===== config.mk =====
export PLATFORM = sky130hd
export DESIGN_NAME = io_port_pin_function_ctrl
export DESIGN_NICKNAME = d
export VERILOG_FILES = /design/src/rtl/port_pkg.sv /design/src/rtl/tz_pin_decode.sv /design/src/rtl/pin_mux_cell.sv /design/src/rtl/io_port_pin_function_ctrl.sv
export SDC_FILE = /design/constraint.sdc
export NUM_CORES = 1
export LEC_CHECK = 0
export BUFFER_PORTS_ARGS = -buffer_cell sky130_fd_sc_hd__buf_2
export CAP_MARGIN = 20
export CORE_MARGIN = 5
export CORE_UTILIZATION = 42
export CTS_CLUSTER_SIZE = 30
export DETAILED_ROUTE_END_ITERATION = 7
export PLACE_DENSITY = 0.8
export SYNTH_ARGS = -nofsm -noshare
export SYNTH_HDL_FRONTEND = slang
export SYNTH_SLANG_ARGS = --single-unit

===== constraint.sdc =====
create_clock -name clk -period 1.4 [get_ports clk]
set_input_delay 0.14 -clock clk [delete_from_list [all_inputs] [get_ports clk]]
set_output_delay 0.14 -clock clk [all_outputs]
set_load 0.01 [all_outputs]

===== src/rtl/port_pkg.sv =====
/*
 * Shared constants and carriers for the port 6 / port 7 pin function block.
 * Assumes one 10 MHz clock and a plain single-cycle register port.
 */
package port_pkg;

  localparam int DATA_W = 8;
  localparam int ADDR_W = 8;
  localparam int IO_W = 3;
  localparam int OS_W = 4;
  localparam int CMD_W = 2;

  // Register offsets on the plain register port
  localparam logic [ADDR_W-1:0] OFS_PORT6_DIRECTION = 8'h00;
  localparam logic [ADDR_W-1:0] OFS_PORT6_DATA = 8'h01;
  localparam logic [ADDR_W-1:0] OFS_PORT7_DIRECTION = 8'h02;
  localparam logic [ADDR_W-1:0] OFS_PORT7_DATA = 8'h03;

  // Reset values and read answers
  localparam logic [DATA_W-1:0] RST_DIRECTION = 8'h00;
  localparam logic [DATA_W-1:0] RST_DATA = 8'h00;
  localparam logic [DATA_W-1:0] RD_WRITE_ONLY = 8'hFF;
  localparam logic [DATA_W-1:0] RD_UNMAPPED = 8'h00;
  localparam logic [DATA_W-1:0] RD_IDLE = 8'h00;

  // Port 7 has no pin at bits 7 and 3
  localparam logic [DATA_W-1:0] P7_IMPL_MASK = 8'h77;
  localparam logic [DATA_W-1:0] P6_IMPL_MASK = 8'hFF;

  // Port 7 pin positions
  localparam int P7_RXD_BIT = 1;
  localparam int P7_TXD_BIT = 2;
  localparam int P7_TV_RESET_BIT = 4;
  localparam int P7_TV_CLOCK_BIT = 5;
  localparam int P7_TV_OUT_BIT = 6;

  // Timer V output select value that leaves the pin to general I/O
  localparam logic [OS_W-1:0] TV_OS_GPIO = 4'h0;
  localparam logic [CMD_W-1:0] CMD_NORMAL = 2'h0;

  // Decode kind per port 6 pin: pin 0 is channel 0 A, pin 4 channel 1 A, the rest B/C/D
  typedef enum {KIND_CH0_A, KIND_CH1_A, KIND_BCD} tz_kind_e;

  typedef struct packed {
    logic [ADDR_W-1:0] addr;
    logic [DATA_W-1:0] wdata;
    logic wr;
    logic rd;
  } bus_req_s;

  typedef struct packed {
    logic [DATA_W-1:0] out_disable;        // Per port 6 pin
    logic [CMD_W-1:0] combination_mode;
    logic external_clock_stop;
    logic [DATA_W-1:0] pulse_mode;         // Per port 6 pin
    logic [DATA_W*IO_W-1:0] io_select;     // 3 bits per port 6 pin
  } tz_cfg_s;

endpackage : port_pkg


===== src/rtl/tz_pin_decode.sv =====
/*
 * Decides whether one timer Z pin is driven by the timer or left to GPIO.
 * Assumes the timer settings are stable register outputs of the timer.
 */
`timescale 1ns/100ps
module tz_pin_decode #(
  parameter port_pkg::tz_kind_e KIND = port_pkg::KIND_BCD
) (
  input wire logic out_disable,                 // Channel output off
  input wire logic [port_pkg::CMD_W-1:0] cmd,   // Combination mode
  input wire logic stop,                        // External clock stop
  input wire logic pwm,                         // Pulse mode bit
  input wire logic [port_pkg::IO_W-1:0] io,     // I/O select field
  output logic timer_drives                     // Pin is timer output
);

  // 001 or 01X selects compare output
  function automatic logic io_is_output(input logic [port_pkg::IO_W-1:0] f);
    io_is_output = (f[2] == 1'b0) && (f[1:0] != 2'b00);
  endfunction : io_is_output

  logic normal_out;

  always_comb begin
    normal_out = !out_disable && (cmd == port_pkg::CMD_NORMAL)
                 && io_is_output(io);
    case (KIND)
      port_pkg::KIND_CH0_A: begin
        timer_drives = normal_out && !stop;
      end
      port_pkg::KIND_CH1_A: begin
        timer_drives = normal_out;
      end
      port_pkg::KIND_BCD: begin
        // Unlisted settings fall back to GPIO, the safe choice for a pin
        timer_drives = (normal_out && !pwm)
                       || (!out_disable && pwm)
                       || (!out_disable && (cmd != port_pkg::CMD_NORMAL));
      end
      default: begin
        timer_drives = 1'b0;
      end
    endcase
  end

endmodule : tz_pin_decode


===== src/rtl/pin_mux_cell.sv =====
/*
 * Output driver stage and read value for one group of port pins.
 * Assumes pin inputs are synchronous to clk.
 */
`timescale 1ns/100ps
module pin_mux_cell #(
  parameter int W = 8,
  parameter logic [W-1:0] IMPL = '1
) (
  input wire logic clk,                 // System clock
  input wire logic rst,                 // Sync reset, high
  input wire logic ce,                  // Clock enable
  input wire logic [W-1:0] dir,         // 1 = output
  input wire logic [W-1:0] latch,       // Data latch
  input wire logic [W-1:0] periph_sel,  // Peripheral owns output
  input wire logic [W-1:0] periph_out,  // Peripheral output level
  input wire logic [W-1:0] force_in,    // Peripheral owns as input
  input wire logic [W-1:0] pin_in,      // Pin level
  output logic [W-1:0] pin_out,         // Pin output level
  output logic [W-1:0] pin_oe_n,        // Low while driving
  output logic [W-1:0] rd_val           // Value seen by a read
);

  logic [W-1:0] next_drive;
  logic [W-1:0] next_out;

  always_comb begin
    next_drive = (periph_sel | (dir & ~force_in)) & IMPL;
    next_out = ((periph_sel & periph_out) | (~periph_sel & latch)) & IMPL;
  end

  always_ff @(posedge clk) begin
    if (rst) begin
      pin_out <= '0;
      pin_oe_n <= '1;
    end else if (ce) begin
      pin_out <= next_out;
      pin_oe_n <= ~next_drive;
    end
  end

  // Latch for outputs, live pin for inputs
  assign rd_val = (dir & latch) | (~dir & pin_in);

endmodule : pin_mux_cell


===== src/rtl/io_port_pin_function_ctrl.sv =====
/*
 * Port 6 and port 7 direction/data registers and pin function selection
 * between GPIO, timer Z, timer V and the second serial channel.
 * Assumes peripheral settings arrive as stable levels from their blocks
 * and that pin inputs are already synchronous to clk.
 */
// Chosen here: the address map and the strobed register port.
`timescale 1ns/100ps

module io_port_pin_function_ctrl #(
  parameter int W = port_pkg::DATA_W
) (
  input wire logic clk,                          // 10 MHz system clock
  input wire logic rst,                          // Sync reset, high
  input wire logic ce,                           // Freezes all state low
  input wire port_pkg::bus_req_s bus,            // Register request
  output logic [W-1:0] rdata,                    // Read data, next cycle
  input wire logic [W-1:0] p6_pin_in,            // Port 6 pin levels
  output logic [W-1:0] p6_pin_out,               // Port 6 output levels
  output logic [W-1:0] p6_pin_oe_n,              // Port 6 drive, low
  input wire logic [W-1:0] p7_pin_in,            // Port 7 pin levels
  output logic [W-1:0] p7_pin_out,               // Port 7 output levels
  output logic [W-1:0] p7_pin_oe_n,              // Port 7 drive, low
  input wire port_pkg::tz_cfg_s tz_cfg,          // Timer Z pin settings
  input wire logic [W-1:0] tz_out,               // Timer Z pin outputs
  output logic [W-1:0] tz_capture,               // Timer Z capture inputs
  input wire logic [port_pkg::OS_W-1:0] timer_v_output_select, // 0 = GPIO
  input wire logic timer_v_out,                  // Timer V output level
  output logic timer_v_clock_in,                 // Timer V clock input
  output logic timer_v_reset_in,                 // Timer V reset input
  input wire logic txd_mode,                     // Pin 2 is transmit
  input wire logic tx_data,                      // Serial transmit level
  input wire logic rx_on,                        // Serial receive enable
  output logic rxd                               // Serial receive input
);

  logic [W-1:0] port6_direction;
  logic [W-1:0] port6_data;
  logic [W-1:0] port7_direction;
  logic [W-1:0] port7_data;
  logic [W-1:0] p6_sel;
  logic [W-1:0] p7_sel;
  logic [W-1:0] p7_force_in;
  logic [W-1:0] p7_periph;
  logic [W-1:0] p6_rd;
  logic [W-1:0] p7_rd;
  logic [W-1:0] next_rdata;

  function automatic logic hit(input port_pkg::bus_req_s b,
                               input logic [port_pkg::ADDR_W-1:0] ofs);
    hit = b.wr && (b.addr == ofs);
  endfunction : hit

  // 001 or 01X on port 6 pin n selects compare output
  function automatic logic tz_io_out(input port_pkg::tz_cfg_s c,
                                     input int n);
    logic [port_pkg::IO_W-1:0] f;
    f = c.io_select[n*port_pkg::IO_W +: port_pkg::IO_W];
    tz_io_out = !f[port_pkg::IO_W-1] && (f[1:0] != 2'b00);
  endfunction : tz_io_out

  // Register writes; direction is write-only
  always_ff @(posedge clk) begin
    if (rst) begin
      port6_direction <= port_pkg::RST_DIRECTION;
      port7_direction <= port_pkg::RST_DIRECTION;
    end else if (ce) begin
      if (hit(bus, port_pkg::OFS_PORT6_DIRECTION)) begin
        port6_direction <= bus.wdata & port_pkg::P6_IMPL_MASK;
      end
      if (hit(bus, port_pkg::OFS_PORT7_DIRECTION)) begin
        port7_direction <= bus.wdata & port_pkg::P7_IMPL_MASK;
      end
    end
  end

  always_ff @(posedge clk) begin
    if (rst) begin
      port6_data <= port_pkg::RST_DATA;
      port7_data <= port_pkg::RST_DATA;
    end else if (ce) begin
      if (hit(bus, port_pkg::OFS_PORT6_DATA)) begin
        port6_data <= bus.wdata & port_pkg::P6_IMPL_MASK;
      end
      if (hit(bus, port_pkg::OFS_PORT7_DATA)) begin
        port7_data <= bus.wdata & port_pkg::P7_IMPL_MASK;
      end
    end
  end

  // Timer Z ownership of each port 6 pin
  genvar g;
  generate
    for (g = 0; g < W; g++) begin : g_tz
      localparam port_pkg::tz_kind_e K =
        (g == 0) ? port_pkg::KIND_CH0_A :
        (g == 4) ? port_pkg::KIND_CH1_A : port_pkg::KIND_BCD;
      tz_pin_decode #(.KIND(K)) u_dec (
        .out_disable(tz_cfg.out_disable[g]),
        .cmd(tz_cfg.combination_mode),
        .stop(tz_cfg.external_clock_stop),
        .pwm(tz_cfg.pulse_mode[g]),
        .io(tz_cfg.io_select[g*port_pkg::IO_W +: port_pkg::IO_W]),
        .timer_drives(p6_sel[g])
      );
    end
  endgenerate

  // Peripheral ownership of port 7 pins
  always_comb begin
    p7_sel = '0;
    p7_force_in = '0;
    p7_periph = '0;
    p7_sel[port_pkg::P7_TV_OUT_BIT] =
      (timer_v_output_select != port_pkg::TV_OS_GPIO);
    p7_periph[port_pkg::P7_TV_OUT_BIT] = timer_v_out;
    p7_sel[port_pkg::P7_TXD_BIT] = txd_mode;
    p7_periph[port_pkg::P7_TXD_BIT] = tx_data;
    // Receive pin must not fight the far transmitter
    p7_force_in[port_pkg::P7_RXD_BIT] = rx_on;
  end

  pin_mux_cell #(.W(W), .IMPL(port_pkg::P6_IMPL_MASK)) u_p6 (
    .clk(clk),
    .rst(rst),
    .ce(ce),
    .dir(port6_direction),
    .latch(port6_data),
    .periph_sel(p6_sel),
    .periph_out(tz_out),
    .force_in('0),
    .pin_in(p6_pin_in),
    .pin_out(p6_pin_out),
    .pin_oe_n(p6_pin_oe_n),
    .rd_val(p6_rd)
  );

  pin_mux_cell #(.W(W), .IMPL(port_pkg::P7_IMPL_MASK)) u_p7 (
    .clk(clk),
    .rst(rst),
    .ce(ce),
    .dir(port7_direction),
    .latch(port7_data),
    .periph_sel(p7_sel),
    .periph_out(p7_periph),
    .force_in(p7_force_in),
    .pin_in(p7_pin_in),
    .pin_out(p7_pin_out),
    .pin_oe_n(p7_pin_oe_n),
    .rd_val(p7_rd)
  );

  // Peripheral inputs see the pin whatever the GPIO direction
  always_ff @(posedge clk) begin
    if (rst) begin
      tz_capture <= '0;
      timer_v_clock_in <= 1'b0;
      timer_v_reset_in <= 1'b0;
      rxd <= 1'b0;
    end else if (ce) begin
      tz_capture <= p6_pin_in;
      timer_v_clock_in <= p7_pin_in[port_pkg::P7_TV_CLOCK_BIT];
      timer_v_reset_in <= p7_pin_in[port_pkg::P7_TV_RESET_BIT];
      rxd <= p7_pin_in[port_pkg::P7_RXD_BIT];
    end
  end

  // Read mux; data stands one cycle only
  always_comb begin
    next_rdata = port_pkg::RD_IDLE;
    if (bus.rd) begin
      case (bus.addr)
        port_pkg::OFS_PORT6_DIRECTION: begin
          next_rdata = port_pkg::RD_WRITE_ONLY;
        end
        port_pkg::OFS_PORT7_DIRECTION: begin
          next_rdata = port_pkg::RD_WRITE_ONLY;
        end
        port_pkg::OFS_PORT6_DATA: begin
          next_rdata = p6_rd;
        end
        port_pkg::OFS_PORT7_DATA: begin
          next_rdata = (p7_rd & port_pkg::P7_IMPL_MASK)
                       | ~port_pkg::P7_IMPL_MASK;
        end
        default: begin
          next_rdata = port_pkg::RD_UNMAPPED;
        end
      endcase
    end
  end

  always_ff @(posedge clk) begin
    if (rst) begin
      rdata <= port_pkg::RD_IDLE;
    end else if (ce) begin
      rdata <= next_rdata;
    end
  end
endmodule : io_port_pin_function_ctrl


Word level (Yosys, flattened, before mapping)
Cells that the tools add are included.

Bitwise logic cells: 30. Reductions and logical operators: 91. Muxes and demuxes: 2. Eq/ne operators: 3.

Operators with widths (count): logical AND 1 bit (47); AND 7 bit (5); AND 8 bit (4); inverter 8 bit (3); bitwise OR 8 bit (3); one-hot mux 8 bit (3 select lines) (1); bitwise OR 7 bit (3); nonzero test 2 bit (9); == test 8 x 2 -> 1 bit, second input constant (2); zero test 1 bit (15); inverter 7 bit (2); logical OR 1 bit (12); == test 8 x 1 -> 1 bit, second input constant (1); zero test 8 bit (1); 2-to-1 mux 8 bit (1); inverter 1 bit (8); inverter 7 -> 8 bit (1); AND reduction 2 bit (4); inverter 2 -> 7 bit (1); nonzero test 4 bit (1); zero test 2 bit (1); OR reduction 2 bit (1).

Flip-flop bits (word level): 77. Bits of input ports: 96.

Depth between registers and ports, before layout
Gate-level depths: netlist of run 1.

Depth in word-level cells: 9. Depth in mapped cells: 5.

By module
Synthesis of run 1 repeated with hierarchy kept, for this count alone.

Cell total of the unflattened synthesis: 368. Area total of the unflattened synthesis: 3796.1 µm².

Modules (own cells, without submodules): io_port_pin_function_ctrl (area an instance 2013.2 µm², instances 1, cells an instance 190); pin_mux_cell at u_p6 (area an instance 912.1 µm², instances 1, cells an instance 84); pin_mux_cell at u_p7 (area an instance 724.4 µm², instances 1, cells an instance 71); tz_pin_decode at g_tz[1].u_dec ... (area an instance 17.5 µm², instances 6, cells an instance 3); tz_pin_decode at g_tz[0].u_dec (area an instance 21.3 µm², instances 1, cells an instance 3); tz_pin_decode at g_tz[4].u_dec (area an instance 20.0 µm², instances 1, cells an instance 2).

Least setup slack after synthesis of run 1
No wires, ideal clock.

Kind: input to register. From: in ce. To: reg port7_data[0]. Data arrival time: 1.245 ns. Required time: 1.272 ns. Setup slack: 0.028 ns. Buffers on the path: 1. Stages on the path: 5. Cells stage by stage: buf_2 > nor3b_2 > nand4_2 > mux2i_1 > nor2_1.

Longest elaborated chain between the ends: 1.

RTL lines: start, declared (RTL line io_port_pin_function_ctrl.sv:15) `input wire logic ce,`; AND reduction 2 bit (no line); end signal, assigned (RTL line io_port_pin_function_ctrl.sv:80) `port7_data <= port_pkg::RST_DATA;`; end signal, assigned (RTL line io_port_pin_function_ctrl.sv:86) `port7_data <= bus.wdata & port_pkg::P7_IMPL_MASK;`; end, declared (RTL line io_port_pin_function_ctrl.sv:40) `logic [W-1:0] port7_data;`.

Every way passes these cells. A chain may end at the register's enable or synchronous reset.

Worst setup path in the final report of run 1
From: reg port6_direction[1]. To: reg rdata[1].

Longest elaborated chain between the ends: 5. Elaborated cells between the ends (all ways): 6. Those cells by class: mux: 2; bitwise: 4.

RTL lines: start, declared (RTL line io_port_pin_function_ctrl.sv:37) `logic [W-1:0] port6_direction;`; start signal, assigned (RTL line io_port_pin_function_ctrl.sv:65) `port6_direction <= port_pkg::RST_DIRECTION;`; start signal, assigned (RTL line io_port_pin_function_ctrl.sv:69) `port6_direction <= bus.wdata & port_pkg::P6_IMPL_MASK;`; inverter 8 bit (RTL line pin_mux_cell.sv:43) `assign rd_val = (dir & latch) | (~dir & pin_in);`; AND 8 bit (RTL line pin_mux_cell.sv:43); bitwise OR 8 bit (*) (RTL line pin_mux_cell.sv:43); one-hot mux 8 bit (3 select lines) (*) (RTL line io_port_pin_function_ctrl.sv:172) `case (bus.addr)`; 2-to-1 mux 8 bit (*) (RTL line io_port_pin_function_ctrl.sv:171) `if (bus.rd) begin`; end signal, assigned (RTL line io_port_pin_function_ctrl.sv:195) `rdata <= port_pkg::RD_IDLE;`; end signal, assigned (RTL line io_port_pin_function_ctrl.sv:197) `rdata <= next_rdata;`; end, declared (RTL line io_port_pin_function_ctrl.sv:17) `output logic [W-1:0] rdata,`.

Mark *: on every way between the ends. The rest lies on a longest branch, timed or not.

==> results of run 1 <==
-- layout make-up --
type	count	area, um2	area share, %
clock inverters	5	55.1	1.29
well taps	102	128	3.00
multi-input cells	232	1630	38.3
clock buffers	10	128	3.00
inverters	7	26.3	0.617
repair buffers	149	788	18.5
flip-flops and latches	75	1500	35.3
-- power by group --
part / leakage, nW / switching (W) / internal [W]
clock: 0.0881 / 0.000772 / 0.000808
combinational: 1.42 / 0.000283 / 0.000250
sequential: 0.611 / 0.0000285 / 0.00219
total: 2.11 / 0.00108 / 0.00325
-- cells in the final DEF, fill, tap and decap left out, types with 2 or more instances in the layout --
| cell | n |
|---|---|
| conb_1 | 4 |
| nand4_2 | 2 |
| a211oi_1 | 9 |
| mux2_2 | 2 |
| mux2i_1 | 61 |
| nand2_1 | 11 |
| clkinvlp_4 | 2 |
| clkinv_2 | 2 |
| o32ai_1 | 6 |
| a21oi_1 | 18 |
| a211o_1 | 5 |
| nand2b_1 | 6 |
| o31ai_1 | 10 |
| buf_2 | 138 |
| nor2b_1 | 8 |
| o21bai_1 | 6 |
| clkbuf_8 | 9 |
| inv_1 | 7 |
| o21ai_0 | 5 |
| a21boi_0 | 5 |
| nor3_1 | 6 |
| dfxtp_1 | 75 |
| nor2_1 | 55 |
| nand4_4 | 2 |
| buf_4 | 9 |
-- worst min path at each step --
| stage | startpoint | endpoint | cells after the start |
|---|---|---|---|
| 3_3_place_gp | txd_mode | u_p7.pin_oe_n[2] | 2 |
| 2_1_floorplan | txd_mode | u_p7.pin_oe_n[2] | 1 |
| 3_5_place_dp | txd_mode | u_p7.pin_oe_n[2] | 2 |
| 4_1_cts | txd_mode | u_p7.pin_oe_n[2] | 2 |
| 6_report | rx_on | u_p7.pin_oe_n[1] | 3 |
| 5_1_grt | rx_on | u_p7.pin_oe_n[1] | 3 |
-- flip-flops by register name, summed over array words and instances, names as in the netlist, 6 cells and up --
register / flops
port6_direction: 8
rdata: 8
u_p7.pin_out: 6
port7_direction: 6
tz_capture: 8
port7_data: 6
u_p7.pin_oe_n: 6
port6_data: 8
u_p6.pin_oe_n: 8
u_p6.pin_out: 8
-- what timing repair did --
item                                   in CTS  in global routing
hold buffers                                0                  1
gates resized for setup                     0                  0
setup endpoints to repair                   0                  0
endpoints found under the hold margin       0                  1
-- synthesized netlist by cell type, types with 2 or more instances --
library cell / number / area share (%)
nor3_1: 6 / 0.92
o21ai_0: 5 / 0.76
nor2_1: 55 / 6.3
a21boi_0: 5 / 1.1
mux2i_1: 61 / 19
o31ai_1: 10 / 2.3
nand4_2: 2 / 0.76
buf_4: 4 / 0.92
buf_2: 2 / 0.31
o21bai_1: 6 / 1.4
nor2b_1: 8 / 1.5
a211oi_1: 9 / 2.1
o32ai_1: 6 / 1.6
conb_1: 2 / 0.23
a211o_1: 5 / 1.3
inv_1: 7 / 0.80
a21oi_1: 18 / 2.8
clkbuf_1: 17 / 2.0
mux2_2: 2 / 0.69
dfxtp_1: 75 / 46
nand4_4: 2 / 1.3
nand2_1: 11 / 1.3
nand2b_1: 6 / 1.1
-- logic make-up (layout without fill, tap and decap cells) --
logic type | Yosys count | after routing
AO/OA/AOI/OAI | 67 | 67
buffers and inverters | 32 | 171
flip-flops | 75 | 75
multiplexers | 63 | 63
other | 2 | 4
AND/OR/NAND/NOR | 98 | 98
-- through the flow --
stage          util [%]  total power, W  instances
6_report           55.7         0.00433        580
5_1_grt            55.7         0.00455        580
4_1_cts            55.5         0.00437        579
3_5_place_dp       53.2         0.00280        564
3_3_place_gp       53.2         0.00278        564
2_1_floorplan         -         0.00254        339
-- worst max-delay path, stage by stage (launching register included) --
cell      delay (ns)
dfxtp_1         0.42
nor2b_1         0.07
a211o_1         0.26
a21boi_0        0.25
o32ai_1         0.12
-- metal layers --
metal	part of all wire, %	GRT usage (%)
met2	47	32.3
met5	0.14	0
met3	9.9	7.07
met4	1.4	6.20
met1	41	22.8
==> out/results.md, run 1 <==
- **result of the run** completed
- **drt total wl** 9320 um
- **Critical R2R Capture** rdata[1]
- **initial antenna violation count** 1
- **area growth from synthesis to layout** 30.2%
- **worst hold margin** 0.0311 ns
- **total iterations of the first detailed-routing run** 7
- **min cycle time layout** 1.24 ns
- **Post-DP HPWL** 7260 um
- **total via count in the routed design** 2,967
- **GPL Wtd Cong** 0.864
- **number of design-rule violations left by the first detailed-router iteration** 98
- **average footprint of a synthesized cell** 9.71 um2
- **cell area after layout** 0.00426 mm2
- **FILL cells** 720
- **standby leakage power** 2.11 nW
- **clock transition at the registers of the reported paths** 0.08 ns
- **largest driver fanout on the critical path** 4
- **per-cell via count in the routed design** 5.12
- **average wire length per cell after detail routing** 16.1 um
- **Sink Count** 75
- **antenna diode instance count** 0
- **number of nets with antenna violations after detailed routing** 0
- **via count of the first global-routing pass** 3,023
- **total power density per cell area** 1020 mW/mm2
- **Die Width** 98.2 um
- **synthesized-area fraction occupied by ao, oa, aoi and oai cells** 14.2%
- **count of synthesis-stage warnings from yosys** 0
- **number of cells on the worst reg-to-reg path** 4
- **Period Utilization, post-route** 88.7%
- **Worst Setup Path Type** reg2reg
- **top_reg_cell synth** dfxtp_1
- **XOR/XNOR Fraction of Synth Area** 0%
- **overall overflow remaining after global route** 0
- **Total Nets Final** 570
- **number of enable flip-flop cells after synthesis** 0
- **number of ports placed on the die boundary** 147
- **buffer count from post-CTS setup fixing** 0
- **setup repair after global routing missed its margin** false
- **worst endpoint required time** 1.62 ns
- **kind of path behind the tightest hold check** in2reg
- **fraction of synthesized area in multiplexers** 19.4%
- **reg-to-reg startpoint** port6_direction[1]
- **fraction of registers with async set or reset after synthesis** 0%
- **final setup violation count** 0
- **insertion delay of the later-clocked pin in the worst-skew pair** 0.34 ns
- **cell area after placement** 0.00407 mm2
- **startpoint types** flip-flop
- **number of H-tree branching levels** 3
- **number of pins with negative max-slew slack in the final report** 0
- **Post-Route Setup TNS** 0 ns
- **largest clock skew in the final design** 0.00781 ns
- **number of hold-slack violations in the final timing report** 0
- **Critical Path End Type** flip-flop
- **TritonCTS buffer count** 9
- **critical path launch point** port6_direction[1]
- **main combinational cell family by area after synthesis** multiplexers
- **core area** 0.00765 mm2
- **register-to-register setup slack** 0.16 ns
- **Die Footprint** 0.00965 mm2
- **number of cells produced by synthesis** 337
- **pin count of the biggest net entering global routing** 76
- **port buffer count** 138
- **distinct cell type count of the synthesized netlist** 36
- **VDD IR-drop max** 0.533 mV
- **post-synthesis share of cell area spent on full adders, half adders and majority gates** 0%
- **end point of the critical path** rdata[1]
- **TritonCTS clock tree** built
- **Max Root-Sink Buffers** 2
- **Initial Utilization** 42.8%
- **final critical-path setup slack** 0.158 ns
- **total of max-cap violations** 0
- **share of synthesized cell area in and, or, nand and nor gates** 15.9%
- **Tot GR Track Use** 19.2%
- **root buffer cell** clkbuf_8
- **share of synthesized area occupied by flip-flops and latches** 45.9%
- **global-route wire length before repair** 15,000 um
- **post-synthesis cell area** 0.00327 mm2
- **DRC violations left** 0
- **critical path arrival** 1.46 ns
- **Placement Setup Slack** -0.0471 ns
- **Vert. Die Dim** 98.2 um
- **site row count** 32
- **flip-flop and latch count after synthesis** 75
- **FMAX** 805 MHz
- **layout cells sized above 1** 36.2%
No activity file was read; power rests on OpenSTA's default activity.
==> inputs of run 2 (changes only) <==
- ABC_AREA: not set -> 1
- CORE_UTILIZATION: 42 -> 43
- PLACE_DENSITY: 0.8 -> 0.81
==> out/results.md, run 2 <==
- **most frequent standard cell in the layout excluding fill and tap cells** buf_2
- **routed length on met1** 4220 um, +9.7%
- **final setup violation count** 0, unchanged
- **number of nets with antenna violations after detailed routing** 0, unchanged
- **share of synthesized area occupied by flip-flops and latches** 43.9%, -2.0 points
- **Sink Count** 75, unchanged
- **root buffer cell** clkbuf_8
- **standby leakage power** 2.29 nW, +8.0%
- **Synth area leader** dfxtp_1
- **most common cell in the netlist** nand2_1
- **total via count in the routed design** 3,534, +19%
- **most frequent cells after synthesis** nand2_1, dfxtp_1, inv_1
- **total power density per cell area** 1050 mW/mm2, +3.4%
- **fraction of registers with async set or reset after synthesis** 0%, unchanged
- **drt total wl** 9720 um, +4.4%
- **number of standard cells in the final layout excluding fillers** 720, +24%
- **Placement Setup Slack** 0.0633 ns, +0.110 ns
- **FMAX** 871 MHz, +8.1%
- **utilization after layout** 57.1%, +1.4 points
- **Total Nets Final** 709, +24%
- **post-synthesis cell area** 0.00342 mm2, +4.5%
- **area growth from synthesis to layout** 29.1%
- **number of hold-slack violations in the final timing report** 0, unchanged
- **main area contributors after synthesis** dfxtp_1, nand2_1, a21oi_1
- **count of synthesis-stage warnings from yosys** 0, unchanged
- **number of buffers inserted by hold repair at cts** 0, unchanged
- **number of ports placed on the die boundary** 147, unchanged
- **critical path arrival** 1.42 ns, -0.04 ns
- **pin count of the biggest net entering global routing** 47, -38%
- **Top Layer Used** met4
- **synthesized-area fraction occupied by ao, oa, aoi and oai cells** 21.3%, +7.1 points
- **initial antenna violation count** 0, -1
- **area fraction of the dominant cell type after synthesis** 43.9%, -2.0 points
- **share of synthesized cell area in and, or, nand and nor gates** 23.8%, +7.9 points
- **site row count** 32, unchanged
- **TritonCTS clock tree** built
- **largest clock skew in the final design** 0.0105 ns, +0.00269 ns
- **number of design-rule violations left by the first detailed-router iteration** 136, +39%
- **startpoint types** flip-flop
- **final critical-path setup slack** 0.251 ns, +0.0935 ns
- **clock transition at the registers of the reported paths** 0.07 ns, about the same
- **Worst Setup Path Type** reg2reg
- **average wire length per cell after detail routing** 13.5 um, -16%
- **total iterations of the first detailed-routing run** 5, -2
- **XOR/XNOR Fraction of Synth Area** 0%, unchanged
- **via count of the first global-routing pass** 3,485, +15%
- **number of cells upsized or downsized after cts** 0, unchanged
- **VDD IR-drop max** 0.587 mV, +10%
- **Tot GR Track Use** 19.8%, +0.59 points
- **Post-DP HPWL** 7620 um, +5.0%
- **Initial Utilization** 44.2%, +1.5 points
- **core area** 0.00773 mm2, +1.0%
- **number of H-tree branching levels** 3, unchanged
- **post-synthesis share of cell area spent on full adders, half adders and majority gates** 0%, unchanged
- **Die Footprint** 0.00983 mm2, +1.9%
- **Max Root-Sink Buffers** 2, unchanged
- **GPL Wtd Cong** 0.948, +9.8%
- **layout cells sized above 1** 29.0%, -7.2 points
- **post-placement cell count** 704, +25%
- **overall overflow remaining after global route** 0, unchanged
- **Period Utilization, post-route** 82.0%, -6.7 points
- **distinct cell type count of the synthesized netlist** 28, -22%
- **Vert. Die Dim** 99.2 um, +0.93%
- **total length of routed met3 wires** 640 um, -31%
- **largest driver fanout on the critical path** 4, unchanged
- **Critical Path End Type** flip-flop
- **result of the run** completed
- **total power after layout** 0.00464 W, +7.2%
- **FILL cells** 757, +5.1%
- **TritonCTS buffer count** 9, unchanged
- **worst endpoint required time** 1.67 ns, +0.05 ns
- **kind of path behind the tightest hold check** in2reg
- **buffer count from post-CTS setup fixing** 0, unchanged
- **total of max-cap violations** 0, unchanged
- **antenna diode instance count** 0, unchanged
- **per-cell via count in the routed design** 4.91, -4.1%
- **main combinational cell family by area after synthesis** simple AND/OR/NAND/NOR gates
- **number of pins with negative max-slew slack in the final report** 0, unchanged
- **number of cells produced by synthesis** 477, +42%
- **flip-flop and latch count after synthesis** 75, unchanged
- **setup repair after global routing missed its margin** false
- **Post-Route Setup TNS** 0 ns, unchanged
- **global-route wire length before repair** 16,100 um, +6.9%
- **DRC violations left** 0, unchanged
- **insertion delay of the later-clocked pin in the worst-skew pair** 0.34 ns, about the same
- **top_reg_cell synth** dfxtp_1
- **min cycle time layout** 1.15 ns, -0.0935 ns
- **port buffer count** 138, unchanged
- **commonest cells after routing, fill and taps aside** buf_2, nand2_1, dfxtp_1
- **total length of routed met2 wires** 4740 um, +7.8%
- **average footprint of a synthesized cell** 7.17 um2, -26%
- **Die Width** 99.2 um, +0.93%
- **number of enable flip-flop cells after synthesis** 0, unchanged
- **fraction of synthesized area in multiplexers** 0%, -19 points
## run 2: cell types whose count changed after synthesis, sizes merged, moves of 5 or more
cell    change
a21oi      +35
o21ai      +50
o32ai       -6
a211o       -5
nand3      +44
nand2b      -6
nor2b       -8
a211oi     -10
a21boi      -5
mux2i      -61
inv        +56
nand2      +73
## run 2: layout make-up
| cell class | instances | area [um2] | share of cell area [%] |
|---|---|---|---|
| Multi-Input combinational cell | 316 | 1560 | 35.2 |
| Sequential cell | 75 | 1500 | 34.0 |
| Timing Repair Buffer | 147 | 771 | 17.5 |
| Inverter | 64 | 240 | 5.44 |
| Clock buffer | 12 | 145 | 3.29 |
| Tap cell | 102 | 128 | 2.89 |
| Clock inverter | 4 | 73.8 | 1.67 |
## run 2: worst paths after layout
check | start | cells past startpoint | to | slack, ns
max | port7_direction[6] | 5 | rdata[6] | 0.25
min | txd_mode | 2 | u_p7.pin_oe_n[2] | 0.02
max reg2reg | port7_direction[6] | 5 | rdata[6] | 0.25
min reg2reg | rdata[4] | 2 | rdata[4] | 0.47
## run 2: metrics by stage
step	area (um2)	hold slack [ns]
2_1_floorplan	3430	0.243
3_3_place_gp	4200	0.355
3_5_place_dp	4200	0.369
4_1_cts	4410	0.00769
5_1_grt	4410	0.0235
6_report	4410	0.0152
## run 2: worst max-delay path, cell delays in order, from the launching register on
cell and delay, ns:
dfxtp_1 0.34, o21ai_0 0.28, nand3_1 0.14, nand3_1 0.11, nand3_1 0.07, a21oi_1 0.13
## run 2: cells by family after synthesis
logic type,count (synthesis)
flip-flops,75
AO/OA/AOI/OAI,129
buffers and inverters,88
other,2
AND/OR/NAND/NOR,183
## run 2: per-layer routing
| layer | global-route usage, % | vias up |
|---|---|---|
| li1 | - | 1814 |
| met1 | 24.7 | 1596 |
| met2 | 34.8 | 109 |
| met3 | 3.93 | 15 |
| met4 | 5.36 | 0 |
| met5 | 0 | - |
## run 2: report_power, final
part / switching [W] / internal [W] / total [W]
clock network: 0.000777 / 0.00105 / 0.00183
registers: 0.0000336 / 0.00220 / 0.00224
logic: 0.000327 / 0.000245 / 0.000572
total: 0.00114 / 0.00350 / 0.00464
==> inputs of run 3 (changes only) <==
- clock period: 1.4 -> 1.05 ns (I/O delays scaled with it)
==> out/results.md, run 3 (synthesis results as in run 2) <==
- **pin count of the biggest net entering global routing** 47, unchanged
- **Die Footprint** 0.00983 mm2, unchanged
- **initial antenna violation count** 0, unchanged
- **maximum cell stage delay along the critical path** 0.40 ns, +0.06 ns
- **Power Internal** 0.00432 W, +23%
- **number of hold-slack violations in the final timing report** 0, unchanged
- **result of the run** completed
- **FMAX** 1010 MHz, +16%
- **number of nets with antenna violations after detailed routing** 0, unchanged
- **number of ports placed on the die boundary** 147, unchanged
- **insertion delay of the later-clocked pin in the worst-skew pair** 0.34 ns, about the same
- **TritonCTS clock tree** built
- **Vert. Die Dim** 99.2 um, unchanged
- **Period Utilization, post-route** 94.3%, +12 points
- **share of power burned in registers** 51.2%, +3.0 points
- **Post-Route Setup TNS** 0 ns, unchanged
- **Crit path top cell by count** nand3_1
- **site row count** 32, unchanged
- **total of max-cap violations** 0, unchanged
- **antenna diode instance count** 0, unchanged
- **critical path arrival** 1.22 ns, -0.20 ns
- **switch share** 25.7%, +1.2 points
- **overall overflow remaining after global route** 0, unchanged
- **worst hold stages** 3, +1
- **global-route wire length before repair** 16,500 um, +2.8%
- **per-cell via count in the routed design** 4.90, -0.15%
- **Total Nets Final** 736, +3.8%
- **Tot GR Track Use** 20.6%, +0.81 points
- **final setup violation count** 0, unchanged
- **largest driver fanout on the critical path** 3, -1
- **Initial Utilization** 44.2%, unchanged
- **most frequent standard cell in the layout excluding fill and tap cells** buf_2
- **worst endpoint required time** 1.28 ns, -0.39 ns
- **GPL Wtd Cong** 0.847, -11%
- **DRC violations left** 0, unchanged
- **total power density per cell area** 1250 mW/mm2, +19%
- **fraction of power consumed by the clock network** 35.0%, -4.5 points
- **Die Width** 99.2 um, unchanged
- **port buffer count** 138, unchanged
- **area growth from synthesis to layout** 36.2%
- **ordered cell list for the critical path** inv_1 > nand2_1 > nand2_1 > nand3_1 > nand3_1 > nand3_1 > a21oi_1
- **Sink Count** 75, unchanged
- **number of H-tree branching levels** 3, unchanged
- **VDD IR-drop max** 0.788 mV, +34%
- **total iterations of the first detailed-routing run** 5, unchanged
- **commonest cells after routing, fill and taps aside** buf_2, nand2_1, inv_1
- **P_sw** 0.00150 W, +32%
- **number of pins with negative max-slew slack in the final report** 0, unchanged
- **via count of the first global-routing pass** 3,674, +5.4%
- **min cycle time layout** 0.990 ns, -0.159 ns
- **kind of path behind the tightest hold check** in2reg
- **TritonCTS buffer count** 9, unchanged
- **combinational fraction of design power** 13.8%, +1.5 points
- **root buffer cell** clkbuf_8
- **clock transition at the registers of the reported paths** 0.07 ns, about the same
- **layout cells sized above 1** 35.4%, +6.4 points
- **average wire length per cell after detail routing** 13.8 um, +2.2%
- **number of design-rule violations left by the first detailed-router iteration** 154, +13%
- **Worst Setup Path Type** reg2reg
- **number of standard cells in the final layout excluding fillers** 746, +3.6%
- **post-placement cell count** 724, +2.8%
- **Critical-path top delay cell** dfxtp_1
- **Critical Path End Type** flip-flop
- **core area** 0.00773 mm2, unchanged
- **standby leakage power** 2.42 nW, +6.0%
- **Post-DP HPWL** 7940 um, +4.2%
- **Max Root-Sink Buffers** 2, unchanged
- **drt total wl** 10,300 um, +5.9%
- **number of cells on the worst reg-to-reg path** 7, +2
- **largest clock skew in the final design** 0.00490 ns, -0.00560 ns
- **startpoint types** flip-flop
- **total via count in the routed design** 3,656, +3.5%
[run 3: cell count changes in the layout (fill, tap and decap cells not counted), sizes merged]
cell         delta
buf            +23
bufinv          -2
clkbuf          +1
dlygate4sd3     +4
[run 3: layer usage]
layer | GRT usage (%) | part of all wire, % | routed length [um]
met1 | 24.6 | 41 | 4270
met2 | 36.0 | 50 | 5150
met3 | 6.17 | 7.3 | 748
met4 | 5.57 | 1.3 | 138
met5 | 0 | 0 | 0
[run 3: worst paths after layout]
path / start / endpoint / slack (ns)
setup / recovery: port6_direction[0] / rdata[0] / 0.06
hold / removal: p6_pin_in[0] / tz_capture[0] / 0.02
setup reg to reg: port6_direction[0] / rdata[0] / 0.06
hold reg to reg: port6_direction[3] / u_p6.pin_oe_n[3] / 0.45
[run 3: area by class of cell]
cell class / instances / area, um2
fillers: 705 / 3070
multi-input cells: 316 / 1590
flip-flops and latches: 75 / 1520
repair buffers: 174 / 996
inverters: 64 / 240
clock buffers: 13 / 169
well taps: 102 / 128
clock inverters: 2 / 10.0
[run 3: power by group through the flow]
stage          Sequential [W]  Combinational [W]  Clock [W]
6_report              0.00298           0.000802    0.00203
4_1_cts               0.00298           0.000797    0.00207
2_1_floorplan         0.00309           0.000355          0
3_5_place_dp          0.00305           0.000782          0
3_3_place_gp          0.00304           0.000761          0
5_1_grt               0.00299           0.000889    0.00222
[run 3: repair_timing]
action / CTS / global route
setup endpoints to repair: 3 / 7
hold endpoints to repair: 4 / 0
resized for setup: 3 / 31
pin swaps: 0 / 2
hold buffers: 4 / 0
setup buffers: 0 / 3
gates cloned: 0 / 0
[run 3: critical path, delay by kind of cell (launching register included)]
kind,cells,cell delay [ns]
AO/OA/AOI/OAI,1,0.06
buffers and inverters,1,0.08
flip-flops,1,0.40
AND/OR/NAND/NOR,5,0.35
[run 3: per-stage QoR]
step	area (um2)	hold slack, ns	setup WS [ns]	power, W	util [%]
floorplan	3430	0.208	0.0516	0.00345	-
CTS	4580	0.00652	0.0117	0.00585	59.2
global route	4650	0.0137	-0.0354	0.00610	60.2
finish	4650	0.0207	0.0603	0.00582	60.2
global placement	4360	0.321	-0.141	0.00380	56.4
detailed placement	4360	0.345	-0.227	0.00383	56.4
